==> src/hdl/fbsup_regs.svh <==
// Constants for the fieldbus option fault supervisor.
// Assumes inclusion by the package and by the supervisor module only.
`ifndef FBSUP_REGS_SVH
`define FBSUP_REGS_SVH
// Fieldbus state encodings (low to high)
`define FBSUP_ST_INIT 4'h1
`define FBSUP_ST_PREOP 4'h2
`define FBSUP_ST_SAFEOP 4'h4
`define FBSUP_ST_OP 4'h8
// Drive fault codes, 16-bit numeric form of the displayed codes
`define FBSUP_F_NONE 16'h0000
`define FBSUP_F_A01 16'ha001
`define FBSUP_F_A03 16'ha003
`define FBSUP_F_A04 16'ha004
`define FBSUP_F_A30 16'ha030
`define FBSUP_F_A43 16'ha043
`define FBSUP_F_B00 16'hb000
`define FBSUP_F_B02 16'hb002
`define FBSUP_F_C00 16'hc000
`define FBSUP_F_C02 16'hc002
`define FBSUP_F_X30 16'hf030
`define FBSUP_F_X32 16'hf032
// Card type zero means slot empty
`define FBSUP_CARD_NONE 8'h00
`endif

==> src/hdl/fbsup_pkg.sv <==
// Types for the fieldbus option fault supervisor.
// Assumes fbsup_regs.svh is reachable on the include path.
`include "fbsup_regs.svh"
package fbsup_pkg;
  // Fieldbus state machine of the option board
  typedef enum logic [3:0] {
    FBSUP_INIT = 4'h1,
    FBSUP_PREOP = 4'h2,
    FBSUP_SAFEOP = 4'h4,
    FBSUP_OP = 4'h8
  } fbsup_bus_e;
  // Whole state of the supervisor
  typedef struct packed {
    fbsup_bus_e busState;
    logic busError;
    logic driveFault;
    logic [15:0] faultCode;
    logic outSyncEnable;
    logic [7:0] cardAPrev;
    logic cardAValid;
  } fbsup_state_s;
endpackage : fbsup_pkg

==> src/hdl/fbsup_supervisor.sv <==
// Fault supervision for a fieldbus option card on a motor drive: bus state,
// bus error raise/clear, drive fault codes and fault latching.
// Assumes all inputs are synchronous to mclk; the master and drive processor
// deliver one-cycle event pulses.
`timescale 1ns/1ns
`include "fbsup_regs.svh"

module fbsup_supervisor #(
  parameter int CARD_W = 8
) (
  // Clock and reset
  input wire logic mclk,
  input wire logic sys_rst,
  // Fieldbus master side
  input wire logic stateReqValid,
  input wire logic [3:0] stateReq,
  input wire logic watchdogEnable,
  input wire logic watchdogExpired,
  // Drive side
  input wire logic driveOpEnabled,
  input wire logic driveRunning,
  input wire logic linkSumCheckErr,
  input wire logic optionIdentityCheckErr,
  input wire logic faultReset,
  // Option slot reports
  input wire logic [CARD_W-1:0] cardA,
  input wire logic [CARD_W-1:0] cardB,
  input wire logic [CARD_W-1:0] cardC,
  input wire logic cardBPermitted,
  input wire logic cardCCompatible,
  input wire logic cardCIsComm,
  input wire logic cardAIsComm,
  input wire logic cardAFault,
  input wire logic cardAFaultSel,
  input wire logic [3:0] cardACommCode,
  // Status outputs
  output logic [3:0] busState,
  output logic busError,
  output logic driveFault,
  output logic [15:0] faultCode,
  output logic outSyncEnable
);

  fbsup_pkg::fbsup_state_s state_reg;
  fbsup_pkg::fbsup_state_s state_next;
  logic [3:0] reqState;
  logic fallFromOp;
  logic rising;
  logic dupA;
  logic dupB;
  logic [15:0] newCode;

  // Transition decode of the master's state request
  always_comb begin
    reqState = stateReq;
    fallFromOp = stateReqValid && state_reg.busState == fbsup_pkg::FBSUP_OP &&
                 (reqState == `FBSUP_ST_SAFEOP || reqState == `FBSUP_ST_PREOP);
    rising = stateReqValid && reqState > state_reg.busState;
    // Empty slots never count as duplicates
    dupA = cardA != `FBSUP_CARD_NONE && (cardA == cardB || cardA == cardC);
    dupB = cardB != `FBSUP_CARD_NONE && cardB == cardC;
  end

  // Fault priority: link errors first, then slot faults; one code held at a time
  always_comb begin
    newCode = `FBSUP_F_NONE;
    if (linkSumCheckErr) begin
      newCode = `FBSUP_F_X32;
    end else if (optionIdentityCheckErr) begin
      newCode = `FBSUP_F_X30;
    end else if (state_reg.cardAValid && driveRunning && cardA != state_reg.cardAPrev) begin
      newCode = `FBSUP_F_A01;
    end else if (cardAFault && cardAIsComm) begin
      newCode = `FBSUP_F_A30 + {12'h000, cardACommCode} > `FBSUP_F_A43 ?
                `FBSUP_F_A43 : `FBSUP_F_A30 + {12'h000, cardACommCode};
    end else if (cardAFault) begin
      newCode = cardAFaultSel ? `FBSUP_F_A04 : `FBSUP_F_A03;
    end else if (cardB != `FBSUP_CARD_NONE && !cardBPermitted) begin
      newCode = `FBSUP_F_B00;
    end else if (cardC != `FBSUP_CARD_NONE && (!cardCCompatible || cardCIsComm)) begin
      newCode = `FBSUP_F_C00;
    end else if (dupA || dupB) begin
      newCode = dupB ? `FBSUP_F_C02 : `FBSUP_F_B02;
    end
  end

  // Next-state logic for the whole supervisor
  always_comb begin
    state_next = state_reg;
    state_next.cardAPrev = cardA;
    state_next.cardAValid = 1'b1;
    if (stateReqValid) begin
      state_next.busState = fbsup_pkg::fbsup_bus_e'(reqState);
    end
    if (rising) begin
      state_next.busError = 1'b0;
      state_next.outSyncEnable = 1'b1;
    end
    if (fallFromOp && driveOpEnabled) begin
      state_next.busError = 1'b1;
    end
    if (watchdogEnable && watchdogExpired && state_reg.busState == fbsup_pkg::FBSUP_OP) begin
      state_next.busState = fbsup_pkg::FBSUP_SAFEOP;
      state_next.busError = 1'b1;
    end
    if (linkSumCheckErr || optionIdentityCheckErr) begin
      state_next.outSyncEnable = 1'b0;
      if (state_reg.busState == fbsup_pkg::FBSUP_OP) begin
        state_next.busState = fbsup_pkg::FBSUP_SAFEOP;
      end
    end
    // latch until reset; a new fault beats a reset in the same cycle
    if (faultReset) begin
      state_next.driveFault = 1'b0;
      state_next.faultCode = `FBSUP_F_NONE;
    end
    if (newCode != `FBSUP_F_NONE) begin
      state_next.driveFault = 1'b1;
      // First code is kept; a reset in the same cycle lets the new code in, else flag and code disagree
      if (!state_reg.driveFault || faultReset) begin
        state_next.faultCode = newCode;
      end
    end
  end

  // State register; invalid requests only arrive from a faulty master
  always_ff @(posedge mclk) begin
    if (sys_rst) begin
      state_reg.busState <= fbsup_pkg::FBSUP_INIT;
      state_reg.busError <= 1'b0;
      state_reg.driveFault <= 1'b0;
      state_reg.faultCode <= `FBSUP_F_NONE;
      state_reg.outSyncEnable <= 1'b1;
      state_reg.cardAPrev <= `FBSUP_CARD_NONE;
      state_reg.cardAValid <= 1'b0;
    end else begin
      state_reg <= state_next;
    end
  end

  // Outputs straight from the state register
  assign busState = state_reg.busState;
  assign busError = state_reg.busError;
  assign driveFault = state_reg.driveFault;
  assign faultCode = state_reg.faultCode;
  assign outSyncEnable = state_reg.outSyncEnable;

  AST_FALL_RAISES: assert property (@(posedge mclk) disable iff (sys_rst)
    fallFromOp && driveOpEnabled |=> busError)
    else $error("bus error not raised on OP fall");
  AST_RISE_CLEARS: assert property (@(posedge mclk) disable iff (sys_rst)
    rising && !watchdogExpired |=> !busError)
    else $error("bus error not cleared on rise");
  AST_WD_SAFEOP: assert property (@(posedge mclk) disable iff (sys_rst)
    watchdogEnable && watchdogExpired && busState == `FBSUP_ST_OP |=>
    busError && busState == `FBSUP_ST_SAFEOP)
    else $error("watchdog did not drop to SAFEOP");
  AST_SUMCHK_CODE: assert property (@(posedge mclk) disable iff (sys_rst)
    linkSumCheckErr && !driveFault |=> faultCode == `FBSUP_F_X32)
    else $error("sum-check fault code wrong");
  AST_SYNC_OFF: assert property (@(posedge mclk) disable iff (sys_rst)
    (linkSumCheckErr || optionIdentityCheckErr) |=> !outSyncEnable)
    else $error("output sync not disabled");
  AST_SWAP_CODE: assert property (@(posedge mclk) disable iff (sys_rst)
    !driveFault && !linkSumCheckErr && !optionIdentityCheckErr && driveRunning &&
    state_reg.cardAValid && $changed(cardA) |=> faultCode == `FBSUP_F_A01)
    else $error("card swap fault missing");
  AST_TERT_CODE: assert property (@(posedge mclk) disable iff (sys_rst)
    cardC != `FBSUP_CARD_NONE && (!cardCCompatible || cardCIsComm) |=> driveFault)
    else $error("tertiary fault missing");
  AST_FAULT_HOLD: assert property (@(posedge mclk) disable iff (sys_rst)
    driveFault && !faultReset |=> driveFault)
    else $error("fault dropped without reset");
  AST_RESET_SET_WINS: assert property (@(posedge mclk) disable iff (sys_rst)
    faultReset && optionIdentityCheckErr && !linkSumCheckErr |=> driveFault && faultCode == `FBSUP_F_X30)
    else $error("fault lost to a same-cycle reset");

  // Fault latch checks: a slot A fault, a barred slot B card or a B/C duplicate must leave the drive faulted
  // option fault check
  AST_SLOTA_FAULT: assert property (@(posedge mclk) disable iff (sys_rst)
    cardAFault |=> driveFault)
    else $error("primary slot fault not latched");
  AST_SEC_FAULT: assert property (@(posedge mclk) disable iff (sys_rst)
    cardB != `FBSUP_CARD_NONE && !cardBPermitted |=> driveFault)
    else $error("secondary slot fault not latched");
  AST_DUP_FAULT: assert property (@(posedge mclk) disable iff (sys_rst)
    cardB != `FBSUP_CARD_NONE && cardB == cardC |=> driveFault)
    else $error("duplicate card fault not latched");

endmodule : fbsup_supervisor

==> config.mk <==
export PLATFORM = sky130hd
export DESIGN_NAME = fbsup_supervisor
export DESIGN_NICKNAME = d
export VERILOG_FILES = /design/src/hdl/fbsup_pkg.sv /design/src/hdl/fbsup_supervisor.sv
export VERILOG_INCLUDE_DIRS = /design/src /design/src/hdl
export SDC_FILE = /design/constraint.sdc
export NUM_CORES = 1
export LEC_CHECK = 0
export BUFFER_PORTS_ARGS = -buffer_cell sky130_fd_sc_hd__buf_2
export CAP_MARGIN = 20
export CORE_MARGIN = 5
export CORE_UTILIZATION = 30
export DETAILED_ROUTE_END_ITERATION = 10
export SKIP_CTS_REPAIR_TIMING = 1
export SLEW_MARGIN = 25
export SYNTH_ARGS = -nofsm -noshare
export SYNTH_HDL_FRONTEND = slang
export SYNTH_SLANG_ARGS = --single-unit
==> constraint.sdc <==
create_clock -name mclk -period 4.7 [get_ports mclk]
set_input_delay 0.47 -clock mclk [delete_from_list [all_inputs] [get_ports mclk]]
set_output_delay 0.47 -clock mclk [all_outputs]
set_load 0.01 [all_outputs]
Word-level counts from Yosys, hierarchy flattened
Index checks and enable logic that the tools add are counted.
{"block": "word_totals", "ramBits": 0, "register_bits": 32, "latch_bits": 0, "input_bits": 48, "mem_bits_ro": 0, "out_inout_bits": 23, "elab_cells": 69, "memories": 0}
{"block": "op_classes", "eq_ne": 7, "n_reduce_logical": 29, "n_addsub": 1, "n_mul": 0, "magnitude_cmp": 2, "shift": 0, "muxes": 23, "div": 0, "bitwise": 0}
{"operator": "$mux 16", "n": 10}
{"operator": "$mux 17", "n": 2}
{"operator": "$eq 8x8->1", "n": 3}
{"operator": "$reduce_bool 8->1", "n": 3}
{"operator": "$add 16x4->16 const A", "n": 1}
{"operator": "$gt 16x16->1 const B", "n": 1}
{"operator": "$reduce_bool 16->1", "n": 1}
{"operator": "$mux 15", "n": 1}
{"operator": "$logic_and 1x1->1", "n": 13}
{"operator": "$mux 4", "n": 3}
{"operator": "$ne 8x8->1", "n": 1}
{"operator": "$logic_or 1x1->1", "n": 6}
{"operator": "$mux 1", "n": 5}
{"operator": "$mux 5", "n": 1}
{"operator": "$eq 4x2->1 const B", "n": 1}
{"operator": "$eq 4x3->1 const B", "n": 1}
{"operator": "$eq 4x4->1 const B", "n": 1}
{"operator": "$gt 4x4->1", "n": 1}
{"operator": "$reduce_bool 2->1", "n": 2}
{"operator": "$logic_not 1->1", "n": 3}
{"operator": "$mux 3", "n": 1}
{"operator": "$reduce_bool 3->1", "n": 1}

Logic depth before layout (Yosys ltp)
{"block": "logic_depth", "ltp_word": 14, "ltp_mapped": 8, "mapped_depth_nobuf": 8}

Worst setup path before layout
Ideal clock, no wire load.
{"block": "synth_timing", "path_type": "input to register", "from": "input port cardC[4]", "to": "register faultCode[14] (netlist name)", "t_arrival_ps": 2074, "path_stages": 6, "required_ps": 4626, "setup_ps": 74, "setup_slack_ps": 2551, "path_buffers": 0, "cell_sequence": "or4_4 -> o22ai_2 -> o31a_4 -> nand4_4 -> or4b_1 -> a31oi_1"}
{"block": "synth_via", "elab_chain_len": 14, "elab_cells_between_ends": 20, "cone_classes": "eq/ne: 2; mux: 11; reduce/logical: 7"}
{"item": "start, declared", "line_no": "fbsup_supervisor.sv:28", "text": "input wire logic [CARD_W-1:0] cardC,"}
{"item": "$eq 8x8->1", "line_no": "fbsup_supervisor.sv:60", "text": "dupA = cardA != `FBSUP_CARD_NONE && (cardA == cardB || cardA == cardC);"}
{"item": "$logic_or 1x1->1", "line_no": "fbsup_supervisor.sv:60"}
{"item": "$logic_and 1x1->1", "line_no": "fbsup_supervisor.sv:60"}
{"item": "$logic_or 1x1->1", "line_no": "fbsup_supervisor.sv:82", "text": "end else if (dupA || dupB) begin"}
{"item": "$mux 16", "line_no": "fbsup_supervisor.sv:82"}
{"item": "$mux 16 *", "line_no": "fbsup_supervisor.sv:80", "text": "end else if (cardC != `FBSUP_CARD_NONE && (!cardCCompatible || cardCIsComm)) begin"}
{"item": "$mux 16 *", "line_no": "fbsup_supervisor.sv:78", "text": "end else if (cardB != `FBSUP_CARD_NONE && !cardBPermitted) begin"}
{"item": "$mux 16 *", "line_no": "fbsup_supervisor.sv:76", "text": "end else if (cardAFault) begin"}
{"item": "$mux 16 *", "line_no": "fbsup_supervisor.sv:73", "text": "end else if (cardAFault && cardAIsComm) begin"}
{"item": "$mux 16 *", "line_no": "fbsup_supervisor.sv:71", "text": "end else if (state_reg.cardAValid && driveRunning && cardA != state_reg.cardAPrev) begin"}
{"item": "$mux 16 *", "line_no": "fbsup_supervisor.sv:69", "text": "end else if (optionIdentityCheckErr) begin"}
{"item": "$mux 16 *", "line_no": "fbsup_supervisor.sv:67", "text": "if (linkSumCheckErr) begin"}
{"item": "$reduce_bool 16->1 (no line) or $mux 16 (tied branches)"}
{"item": "$mux 17 *", "line_no": "fbsup_supervisor.sv:117", "text": "if (newCode != `FBSUP_F_NONE) begin"}
Every way passes the cells marked *; elsewhere a longest branch is shown, timed or not.
A chain may end at the register's enable or synchronous reset.

Final worst setup path
{"block": "layout_timing", "from": "input port cardC[4]", "to": "register faultCode[1] (netlist name)"}
{"block": "layout_via", "elab_chain_len": 14, "elab_cells_between_ends": 20, "cone_classes": "eq/ne: 2; mux: 11; reduce/logical: 7"}
{"item": "$eq 8x8->1", "line_no": "fbsup_supervisor.sv:60"}
{"item": "$logic_or 1x1->1", "line_no": "fbsup_supervisor.sv:60"}
{"item": "$logic_and 1x1->1", "line_no": "fbsup_supervisor.sv:60"}
{"item": "$logic_or 1x1->1", "line_no": "fbsup_supervisor.sv:82"}
{"item": "$mux 16", "line_no": "fbsup_supervisor.sv:82"}
{"item": "$mux 16 *", "line_no": "fbsup_supervisor.sv:80"}
{"item": "$mux 16 *", "line_no": "fbsup_supervisor.sv:78"}
{"item": "$mux 16 *", "line_no": "fbsup_supervisor.sv:76"}
{"item": "$mux 16 *", "line_no": "fbsup_supervisor.sv:73"}
{"item": "$mux 16 *", "line_no": "fbsup_supervisor.sv:71"}
{"item": "$mux 16 *", "line_no": "fbsup_supervisor.sv:69"}
{"item": "$mux 16 *", "line_no": "fbsup_supervisor.sv:67"}
{"item": "$reduce_bool 16->1 (no line) or $mux 16 (tied branches)"}
{"item": "$mux 17 *", "line_no": "fbsup_supervisor.sv:117"}
Marked as above.

==> run summary <==
The clock transition at the registers of the reported paths works out to 0.08 ns. The tools report the minimum setup slack among reg-to-reg paths as 2.62 ns. The setup clock skew after layout was 0.01334 ns.

The post-synthesis async set-or-reset flop share is 0%, and the global-route total usage across every layer is 11.76%. The cell area that synthesis handed to floorplanning was 0.001947 mm². The synthesized design devotes to its leading area cell type 32.90% of total area. The number of global-route vias before repair came out at 1,645. The number of max-cap violations was 0. After detailed routing, the total wire length is 4769 µm. Power spread over the standard cell area amounts to 274.2 mW/mm².

Register bit count reported by yosys: 32. The critical path crosses 7 cells after its start point. At the worst endpoint, the required time is 4.94 ns.

The synthesized design spends more area on one cell type than any other, namely sky130_fd_sc_hd__dfxtp_1. The logs give 2 for the worst-case clock buffer depth and 2.498 ns for the final worst slack. For the initial antenna violation count, the log shows 0. Averaged over all synthesized cells, the footprint is 9.183 µm². Counting I/O delays and the setup requirement, the final critical path takes 2.202 ns.

VDD sags by at most 0.0001167 V. In this run the number of H-tree levels came out at 2. The clock latency on the worst-skew pair was 0.29 ns. The reg-to-reg endpoint is faultCode[1]$_SDFF_PP0_. The cell sitting at the root of the clock tree is a sky130_fd_sc_hd__clkbuf_8.

The analysis attributes to cell leakage a power of 0.9986 nW. The top cell family by delay on the critical path is compound AO/OA/AOI/OAI gates. Post-route antenna net violation count: 0. The logs give 454.2 MHz for the timing-limited maximum frequency and 698 for the number of fillers in the final layout. The tools report the placeable core area as 0.006314 mm². The routed layout has 1,666 vias. For this run the aggregate overflow at the end of global routing stands at 0.

Cells with a size suffix above 1 make up 33.46% of the layout. The worst register-to-register path begins at state_reg[5]$_SDFF_PP0_. The clock drives 32 sinks. Measured against its own limit, the worst slew margin works out to 56.57%. The first detailed-routing pass took 4 iterations.

The final core area utilization was 36.44%. After synthesis, flip-flops and latches occupy 32.90% of the total area. In the post-synthesis netlist, the biggest area contributors are sky130_fd_sc_hd__dfxtp_1 33%, sky130_fd_sc_hd__xnor2_1 14%, sky130_fd_sc_hd__buf_4 8.5%. The worst hold path begins at faultCode[15]$_SDFF_PP0_. Among all flip-flop cells after synthesis, the most frequent one is sky130_fd_sc_hd__dfxtp_1. The final worst hold slack was 0.4568 ns. The cell depth of the worst min-delay path is 2. The floorplan step defined a die boundary enclosing 0.008200 mm².

The total count of hold-check failures in the final report was 0; the setup slack at placement was 2.167 ns. The run gives 0 as the total count of max-transition violations in the final report. The die is 90.56 µm tall.

The flow ran to the end, and the final reports show no timing, DRC or antenna violations. During synthesis, Yosys emitted a total of 0 warnings. The final layout contains 317 nets. In this run the worst hold path is classified as reg2reg. Routability-driven placement finished with a final weighted congestion of 0.8533. Setup repair after global routing left no endpoint under its margin. The synthesized netlist contains 44 unique library cells. In this run, the number of DRC markers left after iteration 0 of detailed routing was 87.

The count of cells along the worst register-to-register path came out at 6. Row generation in the floorplan step produced 29 rows. The signal on the critical path passes through buf_2 -> or4_4 -> o22ai_2 -> o31a_4 -> nand4_4 -> o41ai_4 -> a22o_1. The first global-routing pass estimated 8038 µm of wire. Synthesis handed over a netlist of 212 instances. The number of flip-flops in the largest register was 16.

The tools report the worst min-delay path endpoint as faultCode[15]$_SDFF_PP0_. For this configuration, the core starts out at a cell density of 30.84%. TritonCTS built the clock tree. STA classifies the critical path endpoint as a flip-flop. Counting the buffers created by CTS gives 5. The actual slew at the worst max-slew pin is 0.6493 ns.

The critical path in this run is classified as in2reg. The area growth from synthesis to layout is 18.19%. Total negative slack for setup checks: 0 ns.

In this run the tool buffered the top-level ports with 70 buffer cells. Dividing the detail-routed wire length by the instance count gives 13.90 µm. The die width came out at 90.56 µm.

Along the worst path, the maximum fanout reaches 13. Longest individual stage delay on the worst path: 0.58 ns. The buffering stage count on the worst path with inverters included came out at 1. Detailed placement finished with a half-perimeter wire length of 3830 µm. Antenna diode instance count: 0. The number of nets in the synthesized netlist is 264. The logs give 71 for the I/O pin count and 0 for the number of remaining DRC errors. Fraction of the cycle the final worst path needs: 46.84%.

The tools report the kind of launch point of the worst setup path as an input pin. Using the TritonRoute via totals, the vias-per-cell ratio works out to 4.857. Yosys mapped a number of flops with a built-in enable equal to 0.

Setup violations remaining at the end of the flow were counted as 0. Worst-path cell with the longest stage delay: sky130_fd_sc_hd__o41ai_4. Entering global routing, the biggest net connects 19 pins.

Data arrives at the worst endpoint at 2.44 ns.
worst reg2reg max path: stages, from the launching register on:
cell	delay, ns
sky130_fd_sc_hd__dfxtp_1	0.31
sky130_fd_sc_hd__xnor2_1	0.18
sky130_fd_sc_hd__nand4_1	0.12
sky130_fd_sc_hd__o211ai_2	0.42
sky130_fd_sc_hd__nand4_4	0.20
sky130_fd_sc_hd__o41ai_4	0.58
sky130_fd_sc_hd__a22o_1	0.24
report_power, final:
group / internal [W] / leakage [nW] / switching (W)
logic: 0.0000623 / 0.686 / 0.0000692
registers: 0.000284 / 0.264 / 0.00000777
clock network: 0.000103 / 0.0479 / 0.000105
kinds of logic after synthesis:
| logic type | after synthesis | synth area share (%) |
|---|---|---|
| XOR/XNOR | 33 | 14.85 |
| adder cells (fa/ha/maj) | 4 | 2.571 |
| AND/OR/NAND/NOR | 64 | 19.28 |
| buffers and inverters | 34 | 11.18 |
| flip-flops | 32 | 32.90 |
| AO/OA/AOI/OAI | 42 | 17.67 |
| multiplexers | 3 | 1.542 |
how the worst max path moves through the flow:
stage / startpoint / endpoint
5_1_grt: cardB[0] / faultCode[4]$_SDFF_PP0_
3_3_place_gp: cardC[4] / faultCode[5]$_SDFF_PP0_
6_report: cardC[4] / faultCode[1]$_SDFF_PP0_
3_5_place_dp: cardC[4] / faultCode[4]$_SDFF_PP0_
4_1_cts: cardC[4] / faultCode[4]$_SDFF_PP0_
2_1_floorplan: cardC[4] / faultCode[14]$_SDFF_PP0_
cell usage in the layout, fill, tap and decap left out, types with 2 or more instances in the layout:
master / netlist / final
sky130_fd_sc_hd__a32o_1: 3 / 3
sky130_fd_sc_hd__nor4_1: 5 / 5
sky130_fd_sc_hd__a21boi_0: 2 / 2
sky130_fd_sc_hd__o21ai_0: 5 / 5
sky130_fd_sc_hd__xor2_1: 2 / 2
sky130_fd_sc_hd__dfxtp_1: 32 / 32
sky130_fd_sc_hd__nand4_1: 8 / 8
sky130_fd_sc_hd__nor2_1: 7 / 7
sky130_fd_sc_hd__and2_1: 6 / 6
sky130_fd_sc_hd__inv_1: 10 / 10
sky130_fd_sc_hd__nand2b_1: 3 / 3
sky130_fd_sc_hd__a21oi_1: 6 / 6
sky130_fd_sc_hd__o21a_1: 3 / 3
sky130_fd_sc_hd__or4_4: 2 / 2
sky130_fd_sc_hd__o31ai_1: 2 / 2
sky130_fd_sc_hd__clkbuf_8: 0 / 5
sky130_fd_sc_hd__nor2b_1: 10 / 10
sky130_fd_sc_hd__nand2_1: 11 / 11
sky130_fd_sc_hd__clkinv_2: 0 / 2
sky130_fd_sc_hd__buf_2: 0 / 70
sky130_fd_sc_hd__a22o_1: 4 / 4
sky130_fd_sc_hd__nor3_1: 3 / 3
sky130_fd_sc_hd__xnor2_1: 31 / 31
sky130_fd_sc_hd__a31oi_1: 4 / 4
sky130_fd_sc_hd__nand3_1: 5 / 5
sky130_fd_sc_hd__mux2i_1: 3 / 3
sky130_fd_sc_hd__ha_1: 4 / 4
per-layer routing:
layer  global-route usage [%]  part of all wire (%)  vias up
li1                         -                     -      841
met1                    14.65                    43      760
met2                    18.83                    48       60
met3                    3.917                   8.2        5
met4                    4.094                   1.0        0
met5                        0                     0        -
metrics by stage:
stage                     instances  power (W)  instance area [µm²]
after floorplan                 212  0.0003844                 1947
after global placement          335  0.0004288                 2213
after detailed placement        335  0.0004302                 2213
after CTS                       343  0.0006429                 2301
after global routing            343  0.0006707                 2301
final                           343  0.0006310                 2301
cells in the mapped netlist, drive strengths merged (3+ instances only):
master  count
a21oi       6
o21ai       5
mux2i       3
a32o        3
nor2        8
nor2b      10
nand4       9
and2        7
nand3       5
a22o        4
dfxtp      32
nor4        5
inv        10
nor3        3
a31oi       4
xnor2      31
buf        23
ha          4
nand2b      3
o21a        3
nand2      11
area by class of cell:
type,instances,area [µm²],area share [%]
clock inverters,3,18.77,0.8157
multi-input cells,146,1089,47.31
clock buffers,5,68.82,2.991
flip-flops and latches,32,640.6,27.84
well taps,77,96.34,4.187
repair buffers,70,350.3,15.23
inverters,10,37.54,1.631
Power figures use the tool's default switching activity.
